===== src/shared/radio_cfg_pkg.sv =====
// Constants, field layout and carrier types for the radio trim and gain register bank
package radio_cfg_pkg;

    // ------------------------------------------------------------
    // Register indexes (byte address is four times the index)
    // ------------------------------------------------------------
    localparam logic [7:0] FINE_GAIN_CTRL_EXT_INDEX = 8'h13;
    localparam logic [7:0] DAC_TRIM_LOWER_INDEX = 8'h17;
    localparam logic [7:0] DAC_TRIM_UPPER_INDEX = 8'h18;
    localparam logic [7:0] DC_OFFSET_I_INDEX = 8'h1a;
    localparam logic [7:0] DC_OFFSET_Q_INDEX = 8'h1b;
    localparam logic [7:0] GAIN_LOOP_CTRL_INDEX = 8'h1c;

    // ------------------------------------------------------------
    // Trim registers
    // ------------------------------------------------------------
    localparam int TRIM_COUNT = 4;
    localparam int TRIM_RESTORE_BIT = 7;
    localparam logic [7:0] TRIM_INDEX [TRIM_COUNT] = '{
        DAC_TRIM_LOWER_INDEX, DAC_TRIM_UPPER_INDEX, DC_OFFSET_I_INDEX, DC_OFFSET_Q_INDEX
    };
    localparam logic [6:0] TRIM_RESET [TRIM_COUNT] = '{7'h00, 7'h7f, 7'h00, 7'h00};
    localparam int TRIM_UPPER_SLOT = 1;

    // ------------------------------------------------------------
    // Extended fine gain control fields
    // ------------------------------------------------------------
    localparam logic [31:0] FINE_GAIN_CTRL_EXT_RESET = 32'h2908_1400;
    localparam int XTAL_PD_VALUE_BIT = 31;
    localparam int XTAL_PD_SOURCE_BIT = 30;
    localparam int CAL_EACH_TRANSFER_BIT = 29;
    localparam int PEAK_REF_A_LSB = 26;
    localparam int PEAK_REF_B_LSB = 24;
    localparam int GAIN_LOOP_SELECT_BIT = 23;
    localparam int PEAK_LOW_THR_LSB = 12;
    localparam int GAIN_RESET_COUNT_LSB = 0;

    // ------------------------------------------------------------
    // Gain loop control fields
    // ------------------------------------------------------------
    localparam logic [31:0] GAIN_LOOP_CTRL_RESET = 32'h0009_08c8;
    localparam int TEST_WORD_LSB = 24;
    localparam int TEST_ENABLE_BIT = 23;
    localparam int ANALOG_SAMPLE_MODE_LSB = 20;
    localparam int DIGITAL_SAMPLE_MODE_LSB = 18;
    localparam int PEAK_MODE_BIT = 17;
    localparam int PEAK_BACKOFF_LSB = 11;
    localparam int PEAK_THR_LSB = 0;

    // ------------------------------------------------------------
    // Bus encodings
    // ------------------------------------------------------------
    localparam logic [2:0] HSIZE_WORD = 3'h2;
    localparam int HTRANS_ACTIVE_BIT = 1;

    // ------------------------------------------------------------
    // Carrier types
    // ------------------------------------------------------------
    typedef struct packed {
        logic valid;
        logic write;
        logic good;
        logic [7:0] index;
    } bus_req_type;

    typedef struct packed {
        logic [2:0] peak_det_ref_a;
        logic [1:0] peak_det_ref_b;
        logic gain_loop_select;
        logic [10:0] digital_peak_low_threshold;
        logic [11:0] gain_reset_count;
        logic [2:0] analog_sample_mode;
        logic [1:0] digital_sample_mode;
        logic peak_max_mode;
        logic [5:0] peak_backoff_db;
        logic [10:0] peak_threshold;
    } gain_cfg_type;

    typedef struct packed {
        logic [6:0] dac_trim_lower;
        logic [6:0] dac_trim_upper;
        logic [6:0] dc_offset_i;
        logic [6:0] dc_offset_q;
    } trim_cfg_type;

endpackage : radio_cfg_pkg


===== src/logic/radio_trim_gain_config_regs.sv =====
// Radio trim and gain configuration register bank with AHB-Lite slave
module radio_trim_gain_config_regs (
    // Clock and reset
    input wire logic hclk,
    input wire logic hresetn,
    // AHB-Lite slave
    input wire logic hsel,
    input wire logic [31:0] haddr,
    input wire logic [1:0] htrans,
    input wire logic hwrite,
    input wire logic [2:0] hsize,
    input wire logic [31:0] hwdata,
    input wire logic hready,
    output logic [31:0] hrdata,
    output logic hreadyout,
    output logic hresp,
    // Radio sequencer side
    input wire logic fsm_xtal_pd,
    input wire logic tx_request,
    input wire logic rx_request,
    input wire logic cal_done,
    output logic cal_start,
    output logic tx_go,
    output logic rx_go,
    output logic cal_busy,
    // Analog configuration
    output logic xtal_lowfreq_pd,
    output logic [7:0] test_pattern,
    output logic test_pattern_active,
    output radio_cfg_pkg::gain_cfg_type gain_cfg,
    output radio_cfg_pkg::trim_cfg_type trim_cfg
);

    // ------------------------------------------------------------
    // Address phase capture
    // ------------------------------------------------------------
    radio_cfg_pkg::bus_req_type req;
    radio_cfg_pkg::bus_req_type next_req;
    logic read_wait;
    logic addr_take;
    logic addr_good;

    assign addr_take = hsel && hready && htrans[radio_cfg_pkg::HTRANS_ACTIVE_BIT];
    // Only aligned whole words are decoded; anything else is ignored and reads zero
    assign addr_good = (hsize == radio_cfg_pkg::HSIZE_WORD) && (haddr[1:0] == 2'h0)
                       && (haddr[31:10] == 22'h00_0000);
    assign next_req.valid = addr_take;
    assign next_req.write = hwrite;
    assign next_req.good = addr_good;
    assign next_req.index = haddr[9:2];

    always_ff @(posedge hclk or negedge hresetn) begin
        if (!hresetn) begin
            req <= '0;
        end else if (hready) begin
            req <= next_req;
        end
    end

    // Reads take one wait state so a preceding write is always seen
    always_ff @(posedge hclk or negedge hresetn) begin
        if (!hresetn) begin
            read_wait <= 1'b0;
        end else begin
            read_wait <= req.valid && !req.write && !read_wait;
        end
    end

    assign hreadyout = !(req.valid && !req.write && !read_wait);
    assign hresp = 1'b0;

    // ------------------------------------------------------------
    // Write decode
    // ------------------------------------------------------------
    logic wr_commit;
    logic wr_fine_gain;
    logic wr_gain_loop;

    assign wr_commit = req.valid && req.write && req.good;
    assign wr_fine_gain = wr_commit && (req.index == radio_cfg_pkg::FINE_GAIN_CTRL_EXT_INDEX);
    assign wr_gain_loop = wr_commit && (req.index == radio_cfg_pkg::GAIN_LOOP_CTRL_INDEX);

    // ------------------------------------------------------------
    // Word registers
    // ------------------------------------------------------------
    logic [31:0] fine_gain_ctrl_ext;
    logic [31:0] gain_loop_ctrl;

    always_ff @(posedge hclk or negedge hresetn) begin
        if (!hresetn) begin
            fine_gain_ctrl_ext <= radio_cfg_pkg::FINE_GAIN_CTRL_EXT_RESET;
        end else if (wr_fine_gain) begin
            fine_gain_ctrl_ext <= hwdata;
        end
    end

    always_ff @(posedge hclk or negedge hresetn) begin
        if (!hresetn) begin
            gain_loop_ctrl <= radio_cfg_pkg::GAIN_LOOP_CTRL_RESET;
        end else if (wr_gain_loop) begin
            gain_loop_ctrl <= hwdata;
        end
    end

    // ------------------------------------------------------------
    // Trim registers
    // ------------------------------------------------------------
    logic [6:0] trim_value [radio_cfg_pkg::TRIM_COUNT];
    logic [radio_cfg_pkg::TRIM_COUNT-1:0] trim_hit;

    for (genvar i = 0; i < radio_cfg_pkg::TRIM_COUNT; i++) begin : g_trim
        assign trim_hit[i] = req.good && (req.index == radio_cfg_pkg::TRIM_INDEX[i]);
        trim_field #(
            .RESET_VALUE(radio_cfg_pkg::TRIM_RESET[i])
        ) u_trim (
            .hclk(hclk),
            .hresetn(hresetn),
            .write_en(wr_commit && trim_hit[i]),
            .write_data(hwdata[7:0]),
            .value(trim_value[i])
        );
    end

    assign trim_cfg.dac_trim_lower = trim_value[0];
    assign trim_cfg.dac_trim_upper = trim_value[radio_cfg_pkg::TRIM_UPPER_SLOT];
    assign trim_cfg.dc_offset_i = trim_value[2];
    assign trim_cfg.dc_offset_q = trim_value[3];

    // ------------------------------------------------------------
    // Read path
    // ------------------------------------------------------------
    logic [31:0] read_mux;

    always_comb begin
        read_mux = 32'h0000_0000;
        if (!req.good) begin
            read_mux = 32'h0000_0000;
        end else if (req.index == radio_cfg_pkg::FINE_GAIN_CTRL_EXT_INDEX) begin
            read_mux = fine_gain_ctrl_ext;
        end else if (req.index == radio_cfg_pkg::GAIN_LOOP_CTRL_INDEX) begin
            read_mux = gain_loop_ctrl;
        end else if (trim_hit[0]) begin
            read_mux = {25'h000_0000, trim_value[0]};
        end else if (trim_hit[1]) begin
            read_mux = {25'h000_0000, trim_value[1]};
        end else if (trim_hit[2]) begin
            read_mux = {25'h000_0000, trim_value[2]};
        end else if (trim_hit[3]) begin
            read_mux = {25'h000_0000, trim_value[3]};
        end
    end

    always_ff @(posedge hclk or negedge hresetn) begin
        if (!hresetn) begin
            hrdata <= 32'h0000_0000;
        end else if (req.valid && !req.write && !read_wait) begin
            hrdata <= read_mux;
        end
    end

    // ------------------------------------------------------------
    // Gain configuration fields
    // ------------------------------------------------------------
    localparam int RA = radio_cfg_pkg::PEAK_REF_A_LSB;
    localparam int RB = radio_cfg_pkg::PEAK_REF_B_LSB;
    localparam int LT = radio_cfg_pkg::PEAK_LOW_THR_LSB;
    localparam int RC = radio_cfg_pkg::GAIN_RESET_COUNT_LSB;
    localparam int AS = radio_cfg_pkg::ANALOG_SAMPLE_MODE_LSB;
    localparam int DS = radio_cfg_pkg::DIGITAL_SAMPLE_MODE_LSB;
    localparam int BO = radio_cfg_pkg::PEAK_BACKOFF_LSB;
    localparam int PT = radio_cfg_pkg::PEAK_THR_LSB;

    assign gain_cfg.peak_det_ref_a = fine_gain_ctrl_ext[RA+2:RA];
    assign gain_cfg.peak_det_ref_b = fine_gain_ctrl_ext[RB+1:RB];
    // Low level picks the first loop variant
    assign gain_cfg.gain_loop_select =
        fine_gain_ctrl_ext[radio_cfg_pkg::GAIN_LOOP_SELECT_BIT];
    assign gain_cfg.digital_peak_low_threshold = fine_gain_ctrl_ext[LT+10:LT];
    assign gain_cfg.gain_reset_count = fine_gain_ctrl_ext[RC+11:RC];
    assign gain_cfg.analog_sample_mode = gain_loop_ctrl[AS+2:AS];
    assign gain_cfg.digital_sample_mode = gain_loop_ctrl[DS+1:DS];
    assign gain_cfg.peak_max_mode = gain_loop_ctrl[radio_cfg_pkg::PEAK_MODE_BIT];
    assign gain_cfg.peak_backoff_db = gain_loop_ctrl[BO+5:BO];
    assign gain_cfg.peak_threshold = gain_loop_ctrl[PT+10:PT];

    // ------------------------------------------------------------
    // Crystal power-down and analog test pattern
    // ------------------------------------------------------------
    localparam int TW = radio_cfg_pkg::TEST_WORD_LSB;
    logic xtal_pd_source;
    logic next_xtal_pd;
    logic test_enable;

    assign xtal_pd_source = fine_gain_ctrl_ext[radio_cfg_pkg::XTAL_PD_SOURCE_BIT];
    assign next_xtal_pd = xtal_pd_source
                          ? fine_gain_ctrl_ext[radio_cfg_pkg::XTAL_PD_VALUE_BIT]
                          : fsm_xtal_pd;
    assign test_enable = gain_loop_ctrl[radio_cfg_pkg::TEST_ENABLE_BIT];

    // Registered so the analog pins never see a decode glitch
    always_ff @(posedge hclk or negedge hresetn) begin
        if (!hresetn) begin
            xtal_lowfreq_pd <= 1'b0;
            test_pattern <= 8'h00;
            test_pattern_active <= 1'b0;
        end else begin
            xtal_lowfreq_pd <= next_xtal_pd;
            test_pattern <= test_enable ? gain_loop_ctrl[TW+7:TW] : 8'h00;
            test_pattern_active <= test_enable;
        end
    end

    // ------------------------------------------------------------
    // Start sequencer
    // ------------------------------------------------------------
    typedef enum logic [1:0] {
        seq_idle,
        seq_cal,
        seq_go
    } seq_state_type;

    seq_state_type state;
    seq_state_type next_state;
    logic going_tx;
    logic cal_each;
    logic any_request;

    assign cal_each = fine_gain_ctrl_ext[radio_cfg_pkg::CAL_EACH_TRANSFER_BIT];
    assign any_request = tx_request || rx_request;

    always_comb begin
        next_state = state;
        case (state)
            seq_idle: begin
                if (any_request) begin
                    next_state = cal_each ? seq_cal : seq_go;
                end
            end
            seq_cal: begin
                if (cal_done) begin
                    next_state = seq_go;
                end
            end
            seq_go: begin
                next_state = seq_idle;
            end
            default: begin
                next_state = seq_idle;
            end
        endcase
    end

    // Requests while a start is in flight are dropped; TX wins a tie
    always_ff @(posedge hclk or negedge hresetn) begin
        if (!hresetn) begin
            state <= seq_idle;
            going_tx <= 1'b0;
        end else begin
            state <= next_state;
            if (state == seq_idle && any_request) begin
                going_tx <= tx_request;
            end
        end
    end

    assign cal_start = (state == seq_idle) && any_request && cal_each;
    assign cal_busy = (state == seq_cal);
    assign tx_go = (state == seq_go) && going_tx;
    assign rx_go = (state == seq_go) && !going_tx;

endmodule : radio_trim_gain_config_regs


===== src/logic/trim_field.sv =====
// One 7-bit trim value with write-one restore on bit 7
module trim_field #(
    parameter logic [6:0] RESET_VALUE = 7'h00
) (
    // Clock and reset
    input wire logic hclk,
    input wire logic hresetn,
    // Write port
    input wire logic write_en,
    input wire logic [7:0] write_data,
    // Trim value
    output logic [6:0] value
);

    logic [6:0] next_value;

    assign next_value = write_data[radio_cfg_pkg::TRIM_RESTORE_BIT] ? RESET_VALUE
                                                                     : write_data[6:0];

    always_ff @(posedge hclk or negedge hresetn) begin
        if (!hresetn) begin
            value <= RESET_VALUE;
        end else if (write_en) begin
            value <= next_value;
        end
    end

endmodule : trim_field


===== config.mk =====
export PLATFORM = sky130hd
export DESIGN_NAME = radio_trim_gain_config_regs
export DESIGN_NICKNAME = d
export VERILOG_FILES = /design/src/shared/radio_cfg_pkg.sv /design/src/logic/radio_trim_gain_config_regs.sv /design/src/logic/trim_field.sv
export SDC_FILE = /design/constraint.sdc
export NUM_CORES = 1
export LEC_CHECK = 0
export BUFFER_PORTS_ARGS = -buffer_cell sky130_fd_sc_hd__clkbuf_2
export CAP_MARGIN = 5
export CORE_MARGIN = 4
export CORE_UTILIZATION = 29
export DETAILED_ROUTE_END_ITERATION = 10
export SYNTH_ARGS = -nofsm -noshare
export SYNTH_HDL_FRONTEND = slang
export SYNTH_SLANG_ARGS = --single-unit

===== constraint.sdc =====
create_clock -name hclk -period 2.68 [get_ports hclk]
set_input_delay 0.134 -clock hclk [delete_from_list [all_inputs] [get_ports hclk]]
set_output_delay 0.134 -clock hclk [all_outputs]
set_load 0.05 [all_outputs]

* Word-level counts from Yosys, hierarchy flattened
Index checks and enable logic that the tools add are counted.
W data, S select, Z words.
** Word-level totals
- Flip-flop bits (word level) :: 149
- Bits of input ports :: 78
- Logic and storage cells :: 74
** Operators by class
- Eq/ne operators :: 11
- Multiplexer cells :: 15
- Reduce and logical (&&, ||, !) cells :: 31
** Operators by type and width (count)
- $mux W32 :: 3
- $eq A8 B5 Y1 const B :: 6
- $mux W7 :: 6
- $logic_and A1 B1 Y1 :: 22
- $logic_not A22 Y1 :: 1
- $mux W8 :: 1
- $mux W2 :: 3
- $logic_not A1 Y1 :: 4
- $logic_not A2 Y1 :: 2
- $ne A2 B2 Y1 const B :: 2
- $pmux W2 S2 :: 1
- $eq A3 B2 Y1 const B :: 1
- $eq A2 B1 Y1 const B :: 1
- $eq A2 B2 Y1 const B :: 1
- $reduce_and A2 Y1 :: 1
- $logic_or A1 B1 Y1 :: 1
- $mux W1 :: 1

* Logic depth before layout (Yosys ltp)
- Depth in word-level cells :: 9
- Depth in mapped cells :: 7
- Mapped depth without buffers :: 4

* Modules after synthesis
Synthesis repeated with hierarchy kept, for this count alone.
** Second synthesis, totals
- Cells, all modules :: 596
- Area total of the unflattened synthesis :: 6756.5 um^2
** By module, submodules not included
- radio_trim_gain_config_regs :: instances 1, cells each 480, area each 5554.1 um^2, sequential area each 3042.9 um^2
- trim_field at g_trim[0].u_trim ... :: instances 3, cells each 29, area each 300.3 um^2, sequential area each 175.2 um^2
- trim_field at g_trim[1].u_trim :: instances 1, cells each 29, area each 301.5 um^2, sequential area each 183.9 um^2

* Least setup slack after synthesis
Ideal clock, no wire load.
- Path type :: reg2reg
- From :: reg req[5] in the netlist's numbering
- To :: reg fine_gain_ctrl_ext[11]
- Data arrival time :: 2.243 ns
- Slack :: 0.313 ns
- Cell stages (with the launch flop) :: 8
- Period minus slack after synthesis :: 2.367 ns
- Cells stage by stage :: dfrtp_1 > or4b_1 > buf_2 > or2_1 > buf_6 > nor4_4 > buf_6 > mux2_2
** On the way
- Longest elaborated chain between the ends :: 2
** RTL lines
- start, declared :: line radio_trim_gain_config_regs.sv:37 : radio_cfg_pkg::bus_req_type req;
- start signal, assigned :: line radio_trim_gain_config_regs.sv:56 : req <= next_req;
- $eq A8 B5 Y1 :: line radio_trim_gain_config_regs.sv:80 : assign wr_fine_gain = wr_commit && (req.index == radio_cfg_pkg::FINE_GAIN_CTRL_EXT_INDEX);
- $logic_and A1 B1 Y1 :: line radio_trim_gain_config_regs.sv:80
- end signal, assigned :: line radio_trim_gain_config_regs.sv:91 : fine_gain_ctrl_ext <= radio_cfg_pkg::FINE_GAIN_CTRL_EXT_RESET;
- end signal, assigned :: line radio_trim_gain_config_regs.sv:93 : fine_gain_ctrl_ext <= hwdata;
- end, declared :: line radio_trim_gain_config_regs.sv:86 : logic [31:0] fine_gain_ctrl_ext;
No other way between the ends.
A chain may end at the register's enable or synchronous reset.

* Final worst setup path
- From :: reg req[5] in the netlist's numbering
- To :: reg fine_gain_ctrl_ext[18]
Same word-level chain as after synthesis.

==> reports/results.txt <==
status - finished clean
initial core utilization - 0.2975
Worst R2R Start - req[5]$_DFFE_PN0P_
CP Cell Sequence - or4b_1 -> or2_1 -> nor4_4 -> buf_12 -> mux2_2
# DRC - 0
Num CTS Buffers - 17
worst hold slack - 14.21 ps
placed cell area - 7856 sq um
Sw Ratio - 0.2273
CP Capture Type - flip-flop
Max clock buf depth - 2
Worst VDD drop - 327.1 uV
Avg Synthesized Cell Area - 12.73 sq um
initial antenna violation count - 0
final setup fails - 0
static leakage - 0.004702 uW
relative slew slack - 0.4767
Clock Skew - 11.54 ps
layout cell share with drive strength beyond 1 - 0.4881
Nets - 819
R2R depth - 5
number of H-tree levels - 4
vias in the first global route - 5173
RSZ-0062 raised after global routing - no
Final Routed Wirelength - 17.83 mm
sequential element share of the synthesized area - 0.5520
Port Buf Inserts - 203
row count - 55
crit path max fanout - 32
Clk pin slew, worst setup/hold paths - 70 ps
Detail Route Antenna Nets - 0
cell area power density - 582.6 nW/um^2
Final Max Tran Viols - 0
Ports - 206
setup ws final - 211.8 ps
hold path start - hwdata[4]
final worst path period share - 0.9210
commonest non-fill, non-tap cells in the layout - clkbuf_2, dfrtp_1, mux2_2
largest net degree at the start of global routing - 150
Placer Congestion - 0.7390
Final Hold Fails - 0
DPL Wire Length - 12.24 mm
min cycle time layout - 2468 ps
antenna cells - 0
Via density - 4.562
TritonCTS clock tree - done
Worst Tran Pin Value - 785.0 ps
Max Cap Viol - 0
first-pass GRT wire length - 28.96 mm
worst skew pair latency - 420 ps
EDFF count, synth - 0
slowest cell on the critical path - or4b_1
Die X - 161.1 microns
flop-to-flop setup slack - 210 ps
Fmax - 405.2 MHz
hold_buf cts - 49
Hold Path Depth - 3
Hold EP - g_trim[1].u_trim.value[4]$_DFFE_PN1P_
CP bufs+invs - 1
Final Instance Area - 8995 sq um
Post-CTS Setup Bufs - 0
Crit path largest cell delay - 570 ps
area grow syn2layout - 32.32%
post-synthesis register bit count - 149
Setup Slack @ Placement - 209.2 ps
Synth cell types - 45
R2R Path End - fine_gain_ctrl_ext[18]$_DFFE_PN0P_
post-synthesis async set-or-reset flop share - 1.000
Ys Warns - 0
die area - 25950 sq um
combinational power share - 0.064
Netlist Area Pre-Place - 6798 sq um
syn nets - 612
Psw - 1191 uW
cts repair resizes - 0
sequential share of power - 0.439
GR Overflow Total - 0
Int Power - 4050 uW
delay-heaviest family, CP - simple AND/OR/NAND/NOR gates
Worst Path Required - 2970 ps
commonest non-fill, non-tap cell in the layout - clkbuf_2
DRT iter0 DRCs - 223
startpoint types - flip-flop
setup_tns - 0 ps
# fillers - 2236
Total Routing Usage GR - 0.1399
CTS root buf - clkbuf_16
First-pass DRT Iterations - 4
WP data arrival - 2760 ps
Core Area - 22850 sq um
# clock sinks - 149
Synth Instances - 534
worst hold-check path type - in2reg
drt wl/cell - 16.71 microns
clock network power share - 0.497
Via Count - 4868
critical path class - reg2reg
Die H - 161.1 microns
ys flop type - dfrtp_1
-- Yosys cell counts (7+ instances only) --
cell type | n | share of area
nor2b_1 | 8 | 0.0074
mux2_2 | 90 | 0.15
a22o_1 | 26 | 0.033
nand3_1 | 11 | 0.0081
o221ai_1 | 7 | 0.0090
a21oi_1 | 15 | 0.011
a31oi_1 | 7 | 0.0064
dfstp_2 | 19 | 0.073
nand2_1 | 12 | 0.0066
nor2_1 | 25 | 0.014
nor4_1 | 9 | 0.0083
and2_1 | 8 | 0.0074
o22a_1 | 7 | 0.0090
dfrtp_1 | 130 | 0.48
and2_0 | 7 | 0.0064
buf_4 | 56 | 0.062
a21o_1 | 26 | 0.029
clkbuf_1 | 15 | 0.0083
mux2i_1 | 7 | 0.010
nand3b_1 | 8 | 0.0088
-- kinds of logic (layout without fill, tap and decap cells) --
kind of cell           count (synthesis)  in the layout  share of synthesized area
multiplexers                         101            101                     0.1660
AO/OA/AOI/OAI                         91             91                     0.1001
AND/OR/NAND/NOR                      108            108                    0.09921
other                                  1              1                  0.0005517
buffers and inverters                 84            304                    0.08209
flip-flops                           149            149                     0.5520
-- layer usage --
layer,up-vias,part of all wire,wire (microns),track usage
met5,-,0,0,0
met4,0,0.013,223,0.03606
met3,16,0.054,964,0.03572
met2,138,0.48,8570,0.2247
met1,2429,0.45,8071,0.1899
li1,2285,-,-,-
-- flip-flops by register name, indices dropped and copies added, names as in the netlist --
name / cells
test_pattern: 8
state: 2
going_tx: 1
fine_gain_ctrl_ext: 32
req: 11
hrdata: 32
test_pattern_active: 1
read_wait: 1
xtal_lowfreq_pd: 1
gain_loop_ctrl: 32
g_trim.u_trim.value: 28
-- power groups by stage --
stage	registers (uW)	clock network, uW	logic, uW
final	2300	2600	336
after global routing	2300	2800	373
after CTS	2300	2690	343
after detailed placement	2340	0	284
after global placement	2340	0	282
after floorplan	2330	0	136
-- layout make-up --
class | instances | area (sq um) | area share
sequential | 149 | 3752 | 0.4172
inverter | 5 | 18.77 | 0.002087
multi-input combinational | 301 | 2509 | 0.2789
clock buffer | 19 | 452.9 | 0.05035
timing repair buffer | 267 | 1675 | 0.1863
clock inverter | 13 | 195.2 | 0.02170
tap | 313 | 391.6 | 0.04354
-- per-stage QoR --
| step | std cells | util | total power, uW |
|---|---|---|---|
| detailed placement | 986 | 0.3439 | 2625 |
| finish | 1067 | 0.3937 | 5241 |
| CTS | 1067 | 0.3937 | 5328 |
| global placement | 986 | 0.3439 | 2622 |
| global route | 1067 | 0.3937 | 5473 |
| floorplan | 534 | - | 2467 |
-- tightest hold or removal path: stages --
cell and delay [ps]:
clkbuf_2 120, nor2_1 110, a21oi_1 70
-- how the worst max path moves through the flow --
stage / startpoint / end / depth (start not counted)
2_1_floorplan: req[5]$_DFFE_PN0P_ / fine_gain_ctrl_ext[11]$_DFFE_PN0P_ / 7
3_3_place_gp: req[5]$_DFFE_PN0P_ / fine_gain_ctrl_ext[16]$_DFFE_PN0P_ / 5
3_5_place_dp: req[5]$_DFFE_PN0P_ / fine_gain_ctrl_ext[17]$_DFFE_PN0P_ / 5
4_1_cts: req[5]$_DFFE_PN0P_ / fine_gain_ctrl_ext[17]$_DFFE_PN0P_ / 5
5_1_grt: req[5]$_DFFE_PN0P_ / fine_gain_ctrl_ext[13]$_DFFE_PN0P_ / 5
6_report: req[5]$_DFFE_PN0P_ / fine_gain_ctrl_ext[18]$_DFFE_PN0P_ / 5
Power figures use the tool's default switching activity.
